File: config.mk
export PLATFORM = sky130hd
export DESIGN_NAME = vsm_sequencer
export DESIGN_NICKNAME = d
export VERILOG_FILES = /design/src/include/vsm_pkg.sv /design/src/verilog/vsm_phase_ctl.sv /design/src/verilog/vsm_sequencer.sv
export SDC_FILE = /design/constraint.sdc
export NUM_CORES = 1
export LEC_CHECK = 0
export BUFFER_PORTS_ARGS = -buffer_cell sky130_fd_sc_hd__buf_2
export CAP_MARGIN = 20
export CORE_AREA = 2 2 115 173
export DETAILED_ROUTE_END_ITERATION = 10
export DIE_AREA = 0 0 117 175
export SLEW_MARGIN = 20
export SYNTH_ARGS = -nofsm -noshare
export SYNTH_HDL_FRONTEND = slang
export SYNTH_HIERARCHICAL = 1
export SYNTH_SLANG_ARGS = --single-unit
File: constraint.sdc
create_clock -name clk_sys -period 4 [get_ports clk_sys]
set_clock_uncertainty 0.15 [all_clocks]
set_input_delay 1 -clock clk_sys [delete_from_list [all_inputs] [get_ports clk_sys]]
set_output_delay 1 -clock clk_sys [all_outputs]
set_load 0.05 [all_outputs]
File: src/include/vsm_pkg.sv
// constants and carrier types for the vid slew mode sequencer
// Notes on behaviour
// - dual-phase skip levels: phases alternate half a period apart, both high-sides on only during overlap.
// - output low at min off-time expiry after a high-side turns off: fire both next.
// - overlap lasts until output is above regulation at min off-time expiry.
// - after overlap, alternation resumes with the phase opposite the last single pulse.
// - on enable, reference powers first; target and switching wait for its lockout pass.
// - startup ramps from zero in single steps to vid or suspend target.
// - power-up ramp advances at one quarter of the slew tick rate.
// - power-good stays low until 3ms after power-up ramp reaches target.
// - enable low drops power-good at once, ramps down at four times tick rate.
// - at zero code after ramp-down: low-sides high, high-sides low, reference off.
// - undervoltage, overvoltage or thermal fault starts shutdown and sets the fault latch.
// - while active, a vid change starts a slewed transition to the new code.
// - enable low, once the ramp down reaches zero, forces low-sides high, high-sides low, controller off.
// - normal: suspend ground, skip high, offset off regulates vid with no offset.
// - skip at ground or reference enters pulse skipping and blanks upper power-good check.
// - suspend ground with offset in a valid band adds offset to the vid target.
// - suspend at reference or high selects suspend code, no offset, overriding all.
// - power-good blanked during transitions and 24 slew ticks after final code.
// - undervoltage below 70% of nominal starts shutdown and sets the fault latch.
// - no-fault test mode disables protections and overlap and clears the fault latch.
`default_nettype none
package vsm_pkg;
   // ****************************************************************
   // widths and timing
   // ****************************************************************
   localparam int CODE_W = 6;
   localparam int CLK_MHZ = 200;
   localparam int PGOOD_DELAY_US = 3000;
   localparam int PGOOD_DELAY_CYC = PGOOD_DELAY_US * CLK_MHZ;
   localparam int BLANK_TICKS = 24;
   localparam int QUARTER_DIV = 4;
   localparam int FAST_MULT = 4;
   localparam logic [5:0] CODE_ZERO = 6'h00;
   localparam logic [1:0] SEL_GND = 2'h0;
   localparam logic [1:0] SEL_REF = 2'h1;
   localparam logic [1:0] SEL_HIGH = 2'h2;

   // ****************************************************************
   // carrier types
   // ****************************************************************
   typedef enum logic [2:0] {ST_OFF, ST_REFUP, ST_RAMPUP, ST_RUN, ST_RAMPDN, ST_HALT}
      vsm_state_t;
   typedef struct packed {
      logic [1:0] susSel;     // tri-level suspend select
      logic [1:0] skipSel;    // tri-level pulse-skip select
      logic offsetValid;      // offset level in a defined band
      logic [5:0] vidCode;
      logic [5:0] suspendCode;
   } vsm_mode_in_t;
   typedef struct packed {
      logic highSideMain;
      logic highSideSec;
      logic lowSideMain;
      logic lowSideSec;
   } vsm_gates_t;
   typedef struct packed {
      logic onRequest;      // one-shot ready to fire next on-time
      logic minOffExpired;  // pulse: minimum off-time expired
      logic aboveReg;       // output above regulation
   } vsm_pwm_in_t;
endpackage
`default_nettype wire

File: src/verilog/vsm_phase_ctl.sv
// alternating and overlapped high-side firing decision
`default_nettype none
module vsm_phase_ctl
   import vsm_pkg::*;
(
   input wire logic clk_sys,
   input wire logic rstSync_n,
   input wire logic run,
   input wire logic dualPhase,
   input wire logic overlapAllow,
   input wire vsm_pkg::vsm_pwm_in_t pwmIn,
   output logic fireMain,
   output logic fireSec,
   output logic overlapActive
);
   typedef struct packed {
      logic overlap;
      logic lastSec;   // phase of last single pulse
      logic mainPulse;
      logic secPulse;
   } vsm_phase_state_t;
   vsm_phase_state_t st, next_st;

   // decide who fires on each on-time request
   always_comb
   begin
      next_st = st;
      next_st.mainPulse = 1'b0;
      next_st.secPulse = 1'b0;
      if (!run)
      begin
         next_st.overlap = 1'b0;
      end
      else
      begin
         if (pwmIn.minOffExpired)
         begin
            // overlap only when both phases exist and protections are live
            if (!pwmIn.aboveReg && dualPhase && overlapAllow)
               next_st.overlap = 1'b1;
            else if (pwmIn.aboveReg)
               next_st.overlap = 1'b0;
         end
         if (!overlapAllow)
            next_st.overlap = 1'b0;
         if (pwmIn.onRequest)
         begin
            if (next_st.overlap)
            begin
               next_st.mainPulse = 1'b1;
               next_st.secPulse = 1'b1;
            end
            else if (dualPhase)
            begin
               // lastSec untouched in overlap, so resume picks the opposite phase
               next_st.mainPulse = st.lastSec;
               next_st.secPulse = !st.lastSec;
               next_st.lastSec = !st.lastSec;
            end
            else
            begin
               next_st.mainPulse = 1'b1;
               next_st.lastSec = 1'b0;
            end
         end
      end
   end

   // state register
   always_ff @(posedge clk_sys or negedge rstSync_n)
   begin
      if (!rstSync_n)
         st <= '0;
      else
         st <= next_st;
   end

   assign fireMain = st.mainPulse;
   assign fireSec = st.secPulse;
   assign overlapActive = st.overlap;
endmodule
`default_nettype wire

File: src/verilog/vsm_sequencer.sv
// sequencing core: mode decode, dac slew, power-good, fault latch, gates
`default_nettype none
module vsm_sequencer
   import vsm_pkg::*;
(
   input wire logic clk_sys,
   input wire logic nrst,
   input wire logic activeLowEnable,
   input wire logic noFaultTest,
   input wire logic refUvloOk,
   input wire logic slewTick,
   input wire vsm_pkg::vsm_mode_in_t modeIn,
   input wire logic underVoltage,
   input wire logic overVoltage,
   input wire logic thermalFault,
   input wire logic pgoodUpperOk,
   input wire logic pgoodLowerOk,
   input wire vsm_pkg::vsm_pwm_in_t pwmIn,
   output logic refEnable,
   output logic [5:0] dacCode,
   output logic offsetEnable,
   output logic pulseSkip,
   output logic dualPhase,
   output vsm_pkg::vsm_gates_t gates,
   output logic powerGoodOut_n_oe,
   output logic faultLatched,
   output logic overlapActive
);
   // ****************************************************************
   // reset release and pin synchronisers
   // ****************************************************************
   logic [1:0] rstPipe;
   logic rstSync_n;

   // async assert, clocked release
   always_ff @(posedge clk_sys or negedge nrst)
   begin
      if (!nrst)
         rstPipe <= 2'b00;
      else
         rstPipe <= {rstPipe[0], 1'b1};
   end
   assign rstSync_n = rstPipe[1];

   // every pin level except slewTick and pwmIn crosses in one two-stage bank
   localparam int SYN_W = 8 + $bits(vsm_mode_in_t);
   logic [SYN_W-1:0] syncA, syncB;
   always_ff @(posedge clk_sys or negedge rstSync_n)
   begin
      if (!rstSync_n)
      begin
         syncA <= '0;
         syncB <= '0;
      end
      else
      begin
         syncA <= {activeLowEnable, noFaultTest, refUvloOk, underVoltage, overVoltage,
                   thermalFault, pgoodUpperOk, pgoodLowerOk, modeIn};
         syncB <= syncA;
      end
   end

   // unpack the synchronised pins in packing order
   logic enSy, nfSy, refOkSy, uvSy, ovSy, thSy, pgUpSy, pgLoSy;
   vsm_mode_in_t modeSy;
   assign {enSy, nfSy, refOkSy, uvSy, ovSy, thSy, pgUpSy, pgLoSy, modeSy} = syncB;

   // ****************************************************************
   // mode decode and target selection
   // ****************************************************************
   // tri-level select at reference or high
   function automatic logic atRefOrHigh(input logic [1:0] lvl);
      atRefOrHigh = (lvl == SEL_REF) || (lvl == SEL_HIGH);
   endfunction

   // one lsb toward the target; equal codes hold
   function automatic logic [5:0] stepToward(input logic [5:0] cur, input logic [5:0] tgt);
      if (cur < tgt)
         stepToward = cur + 6'h01;
      else if (cur > tgt)
         stepToward = cur - 6'h01;
      else
         stepToward = cur;
   endfunction

   // target multiplexer
   logic suspendMode;
   logic [5:0] targetCode;
   assign suspendMode = atRefOrHigh(modeSy.susSel);
   // suspend code overrides everything
   assign targetCode = suspendMode ? modeSy.suspendCode : modeSy.vidCode;

   // ****************************************************************
   // state
   // ****************************************************************
   // whole core state in one packed register
   typedef struct packed {
      vsm_state_t phase;
      logic [5:0] dac;
      logic [1:0] quarterCnt;
      logic [1:0] fastCnt;
      logic fastActive;
      logic fault;
      logic enPrev;
      logic pgood;
      logic pgDelayRun;
      logic [31:0] pgDelayCnt;
      logic [4:0] blankCnt;
      logic blanking;
      logic [5:0] tgtPrev;
   } vsm_core_t;
   vsm_core_t s, next_s;

   // protections ignored in no-fault test mode
   logic anyFault;
   logic fastStep;
   assign anyFault = (uvSy || ovSy || thSy) && !nfSy;

   // fourfold rate: a pending tick spawns four steps on following cycles
   assign fastStep = s.fastActive;

   // sequencing, slew and power-good
   always_comb
   begin
      next_s = s;
      next_s.enPrev = enSy;
      next_s.tgtPrev = targetCode;
      if (nfSy)
         next_s.fault = 1'b0;
      if (!s.enPrev && enSy)
         next_s.fault = 1'b0;
      // protections stay live whenever the reference is up; set beats either clear
      if (anyFault && s.phase != ST_OFF && s.phase != ST_HALT)
      begin
         next_s.fault = 1'b1;
      end
      if (slewTick)
      begin
         next_s.fastActive = 1'b1;
         next_s.fastCnt = 2'(FAST_MULT - 1);
      end
      else if (s.fastActive)
      begin
         if (s.fastCnt == 2'h0)
            next_s.fastActive = 1'b0;
         else
            next_s.fastCnt = s.fastCnt - 2'h1;
      end
      unique case (s.phase)
         ST_OFF:
         begin
            next_s.dac = CODE_ZERO;
            next_s.pgood = 1'b0;
            if (enSy && !s.fault)
               next_s.phase = ST_REFUP;
         end
         ST_REFUP:
         begin
            if (!enSy)
               next_s.phase = ST_OFF;
            // a fault before switching parks the stage at zero code
            else if (anyFault)
               next_s.phase = ST_HALT;
            else if (refOkSy)
            begin
               next_s.phase = ST_RAMPUP;
               next_s.quarterCnt = '0;
            end
         end
         ST_RAMPUP, ST_RUN:
         begin
            if (!enSy || anyFault)
            begin
               next_s.phase = ST_RAMPDN;
               next_s.pgood = 1'b0;
               next_s.pgDelayRun = 1'b0;
               if (anyFault)
                  next_s.fault = 1'b1;
            end
            else if (s.phase == ST_RAMPUP)
            begin
               if (slewTick)
               begin
                  next_s.quarterCnt = s.quarterCnt + 2'h1;
                  if (s.quarterCnt == 2'(QUARTER_DIV - 1))
                     next_s.dac = stepToward(s.dac, targetCode);
               end
               if (s.dac == targetCode)
               begin
                  next_s.phase = ST_RUN;
                  next_s.pgDelayRun = 1'b1;
                  next_s.pgDelayCnt = '0;
               end
            end
            else
            begin
               // run: each tick steps toward whatever target is current now
               if (slewTick)
                  next_s.dac = stepToward(s.dac, targetCode);
               if (s.dac != targetCode || s.tgtPrev != targetCode)
               begin
                  next_s.blanking = 1'b1;
                  next_s.blankCnt = '0;
               end
               else if (s.blanking && slewTick)
               begin
                  if (s.blankCnt == 5'(BLANK_TICKS - 1))
                     next_s.blanking = 1'b0;
                  else
                     next_s.blankCnt = s.blankCnt + 5'h01;
               end
               if (s.pgDelayRun)
               begin
                  if (s.pgDelayCnt == 32'(PGOOD_DELAY_CYC - 1))
                     next_s.pgDelayRun = 1'b0;
                  else
                     next_s.pgDelayCnt = s.pgDelayCnt + 32'h0000_0001;
               end
               // upper check ignored while pulse skipping
               next_s.pgood = !next_s.pgDelayRun && !next_s.blanking && pgLoSy
                  && (pgUpSy || atRefOrHigh(modeSy.skipSel) == 1'b0 ||
                      modeSy.skipSel != SEL_HIGH);
            end
         end
         ST_RAMPDN:
         begin
            next_s.pgood = 1'b0;
            if (fastStep)
               next_s.dac = stepToward(s.dac, CODE_ZERO);
            if (s.dac == CODE_ZERO)
               next_s.phase = ST_HALT;
         end
         ST_HALT:
         begin
            next_s.pgood = 1'b0;
            // latch holds off restart until cleared by an enable toggle
            if (!enSy)
               next_s.phase = ST_OFF;
            else if (!s.fault && !s.enPrev)
               next_s.phase = ST_REFUP;
         end
         // unused state codes fall back to the parked state
         default:
         begin
            next_s.phase = ST_OFF;
         end
      endcase
   end

   // state register
   always_ff @(posedge clk_sys or negedge rstSync_n)
   begin
      if (!rstSync_n)
      begin
         s <= '0;
         s.phase <= ST_OFF;
      end
      else
      begin
         s <= next_s;
      end
   end

   // ****************************************************************
   // outputs and phase control
   // ****************************************************************
   // switching covers both ramps and regulation
   logic running;
   logic fireMain, fireSec;
   assign running = (s.phase == ST_RAMPUP) || (s.phase == ST_RUN) || (s.phase == ST_RAMPDN);

   // firing choice kept apart so the overlap logic stays small
   vsm_phase_ctl phaseCtl (
      .clk_sys(clk_sys),
      .rstSync_n(rstSync_n),
      .run(running),
      .dualPhase(dualPhase),
      .overlapAllow(!nfSy),
      .pwmIn(pwmIn),
      .fireMain(fireMain),
      .fireSec(fireSec),
      .overlapActive(overlapActive)
   );

   // mode decode straight from the synchronised selects
   assign dualPhase = atRefOrHigh(modeSy.skipSel);
   assign pulseSkip = (modeSy.skipSel != SEL_HIGH);
   assign offsetEnable = !suspendMode && modeSy.offsetValid && running;
   assign refEnable = (s.phase != ST_OFF) && (s.phase != ST_HALT);
   // registered status straight out
   assign dacCode = s.dac;
   assign faultLatched = s.fault;
   // open drain: enable high while power good pulls the pin low
   assign powerGoodOut_n_oe = s.pgood;
   // stopped: low-sides clamp the output, high-sides off
   assign gates.highSideMain = running && fireMain;
   assign gates.highSideSec = running && fireSec;
   assign gates.lowSideMain = !(running && fireMain);
   assign gates.lowSideSec = !(running && fireSec);
endmodule
`default_nettype wire

==> out/summary.txt <==
status -> completed
clock share of power -> 39.0%
WHS Endpoint -> syncB[22]
H-tree levels -> 4
Max rail drop VDD -> 0.408 mV
# hold bufs at CTS -> 0
dpl hpwl -> 8860 um
Pleak -> 2.95 nW
Die Ht -> 175 um
global-route wire length before repair -> 20900 um
WS Path Type -> flop to output port
Sw Pwr -> 1.39 mW
largest area contributor in the netlist -> dfrtp_1
pre-CTS setup slack -> 0.734 ns
Initial Util -> 29.5%
most frequent cells in the layout -> dfrtp_1 (117), buf_2 (47), nand2_1 (39)
Final GP Congestion -> 0.821
Root Buffer -> clkbuf_16
# port buffers -> 47
CTS Buf Count -> 17
worst hold start -> syncA[22]
1st-iter DRT viols -> 207
post-CTS setup buffers -> 0
Fmax achieved -> 0.299 GHz
syn_nets -> 574
Pre-Repair DR Iteration Count -> 4
Placed Area -> 6040 um^2
Synthesis Warnings -> 6
unrepaired setup endpoints after global routing -> false
sequential area share after synthesis -> 52.7%
critical path data required time -> 2.85 ns
FF-to-FF Start -> syncB[16]
worst skew pair latency -> 0.42 ns
Startpoint Class -> flop
Sink Count -> 118
Netlist cell types -> 75
CP Data Arrival Time -> 2.20 ns
Ports -> 48
slowest stage cell, crit path -> dfrtp_1
pwr dens -> 595 nW/um^2
total congestion overflow -> 0
Final period util -> 83.7%
core area -> 19000 um^2
Async SR Flop Fraction -> 100%
initial antenna violation count -> 0
worst hold margin -> 0.196 ns
combinational share of power -> 23.8%
Post-Synthesis Cell Area -> 5600 um^2
WL final -> 12600 um
Clock Pin Slew Worst Setup and Hold Paths -> 0.06 ns
most common cell after layout, fill and taps aside -> dfrtp_1
vias in the first global route -> 4206
worst r2r dst -> s[29]
Resized cells post-CTS -> 0
P&R area growth vs syn -> 18.5%
worst path bufs/invs -> 1
Post-synth EDFFs -> 0
Final Hold Vio Count -> 0
Synth Area per Inst -> 10.6 um^2
Setup WS post-layout -> 0.650 ns
Mapped Cells -> 529
relative slew slack -> 46.3%
Max Slew Vio Count -> 0
Chip Width -> 117 um
Setup TNS -> 0 ns
CP max stage delay -> 0.60 ns
Top cell by count, worst path -> nand2_1
critical path fanouts, max -> 18
largest net degree at the start of global routing -> 61
post-route cell area -> 6640 um^2
crit-path leading delay family -> simple AND/OR/NAND/NOR gates
TritonCTS clock tree -> built
Seq pwr share -> 37.2%
synthesized flop and latch total -> 118
share of cells above drive strength 1 -> 18.6%
GRT Util Overall -> 13.2%
n_diodes -> 0
site row count -> 62
kind of end point of the critical path -> output port
layout net count -> 619
die footprint -> 20500 um^2
switching part of the total -> 35.1%
# setup viols final -> 0
max-capacitance violation count -> 0
Tightest Pin Transition -> 0.806 ns
R2R cell count -> 10
Hold Path Depth -> 0
ranking of synthesized cells by area -> dfrtp_1 (53%), ha_1 (3.1%), nand2_1 (2.6%)
CP Cell Sequence -> nor2_1 > nand2_1 > nand2_1 > and3_1 > buf_2
Routed Antenna Nets -> 0
minimum clock period -> 3.35 ns
Crit. Startpoint -> s[59]
setup slack, reg-to-reg -> 0.68 ns
P_int -> 2.57 mW
worst min path class -> flop to flop
Avg Vias per Cell -> 4.91
top cell type's share of synthesized area -> 52.7%
routed len/inst -> 15.0 um
Top FF cell, synth -> dfrtp_1
clk buf depth -> 2
Remaining DRCs -> 0
via count -> 4142
-- registers in the layout, summed over array words and instances, names as in the netlist, 2 cells and up --
signal   count
rstPipe      2
s           53
syncA       25
syncB       25
dacCode      6
-- layout make-up --
cell class                 count  area [um^2]
fill                        1886        12400
sequential                   118         2960
multi-input combinational    359         2390
clock buffer                  17          425
tap                          256          320
timing repair buffer          52          273
clock inverter                15          170
inverter                      26         97.6
-- worst max-delay path by stage --
stage	cells past startpoint	end	slack, ns
floorplan	0	dacCode[0]	0.32
global placement	10	s[21]	0.77
detailed placement	10	s[29]	0.73
CTS	5	offsetEnable	0.63
global route	10	s[21]	0.43
finish	5	offsetEnable	0.65
-- synth_stat cells, types with 3 or more instances --
cell type,instances
nor2_1,35
nor2b_1,5
nand3b_1,3
a21oi_1,25
and3_1,5
o41ai_1,5
o21ai_0,28
xor2_1,5
dfrtp_1,118
mux2i_1,8
or3_1,11
buf_2,4
inv_1,26
xnor2_1,12
buf_4,10
nand4b_1,5
o21ai_1,10
clkbuf_1,10
nand4_1,8
a31oi_1,9
or4_1,8
o31ai_1,8
nand3_1,19
nand2_1,39
nor4_1,6
a211oi_1,4
ha_1,14
and2_1,3
nand2b_1,12
a22o_1,4
nor3_1,9
-- per-stage QoR --
stage | utilization, % | power, mW | cells
floorplan | - | 2.23 | 529
global placement | 31.8 | 2.43 | 811
detailed placement | 31.8 | 2.44 | 811
CTS | 34.9 | 3.99 | 843
global route | 34.9 | 4.17 | 843
finish | 34.9 | 3.95 | 843
-- metal layers --
metal,track usage [%],vias up,part of all wire [%]
met5,0,-,0
met4,4.95,0,1.6
met3,3.23,13,2.7
met2,23.2,60,54
met1,15.2,2063,42
li1,-,2006,-
-- power groups by stage --
stage	combinational, mW	clock [mW]	sequential, mW
finish	0.942	1.54	1.47
floorplan	0.797	0	1.43
CTS	0.953	1.57	1.47
detailed placement	0.948	0	1.49
global route	1.05	1.63	1.49
global placement	0.941	0	1.49
-- cell families after synthesis --
logic type	share of synthesized area (%)
AOI/OAI and AO/OA	14.1
and+or+nand+nor	20.7
DFF	52.7
buffers and inverters	4.51
muxes	2.03
other	0.0670
adders and majority gates	3.13
xor gates and xnor gates	2.66
Power figures use the tool's default switching activity.
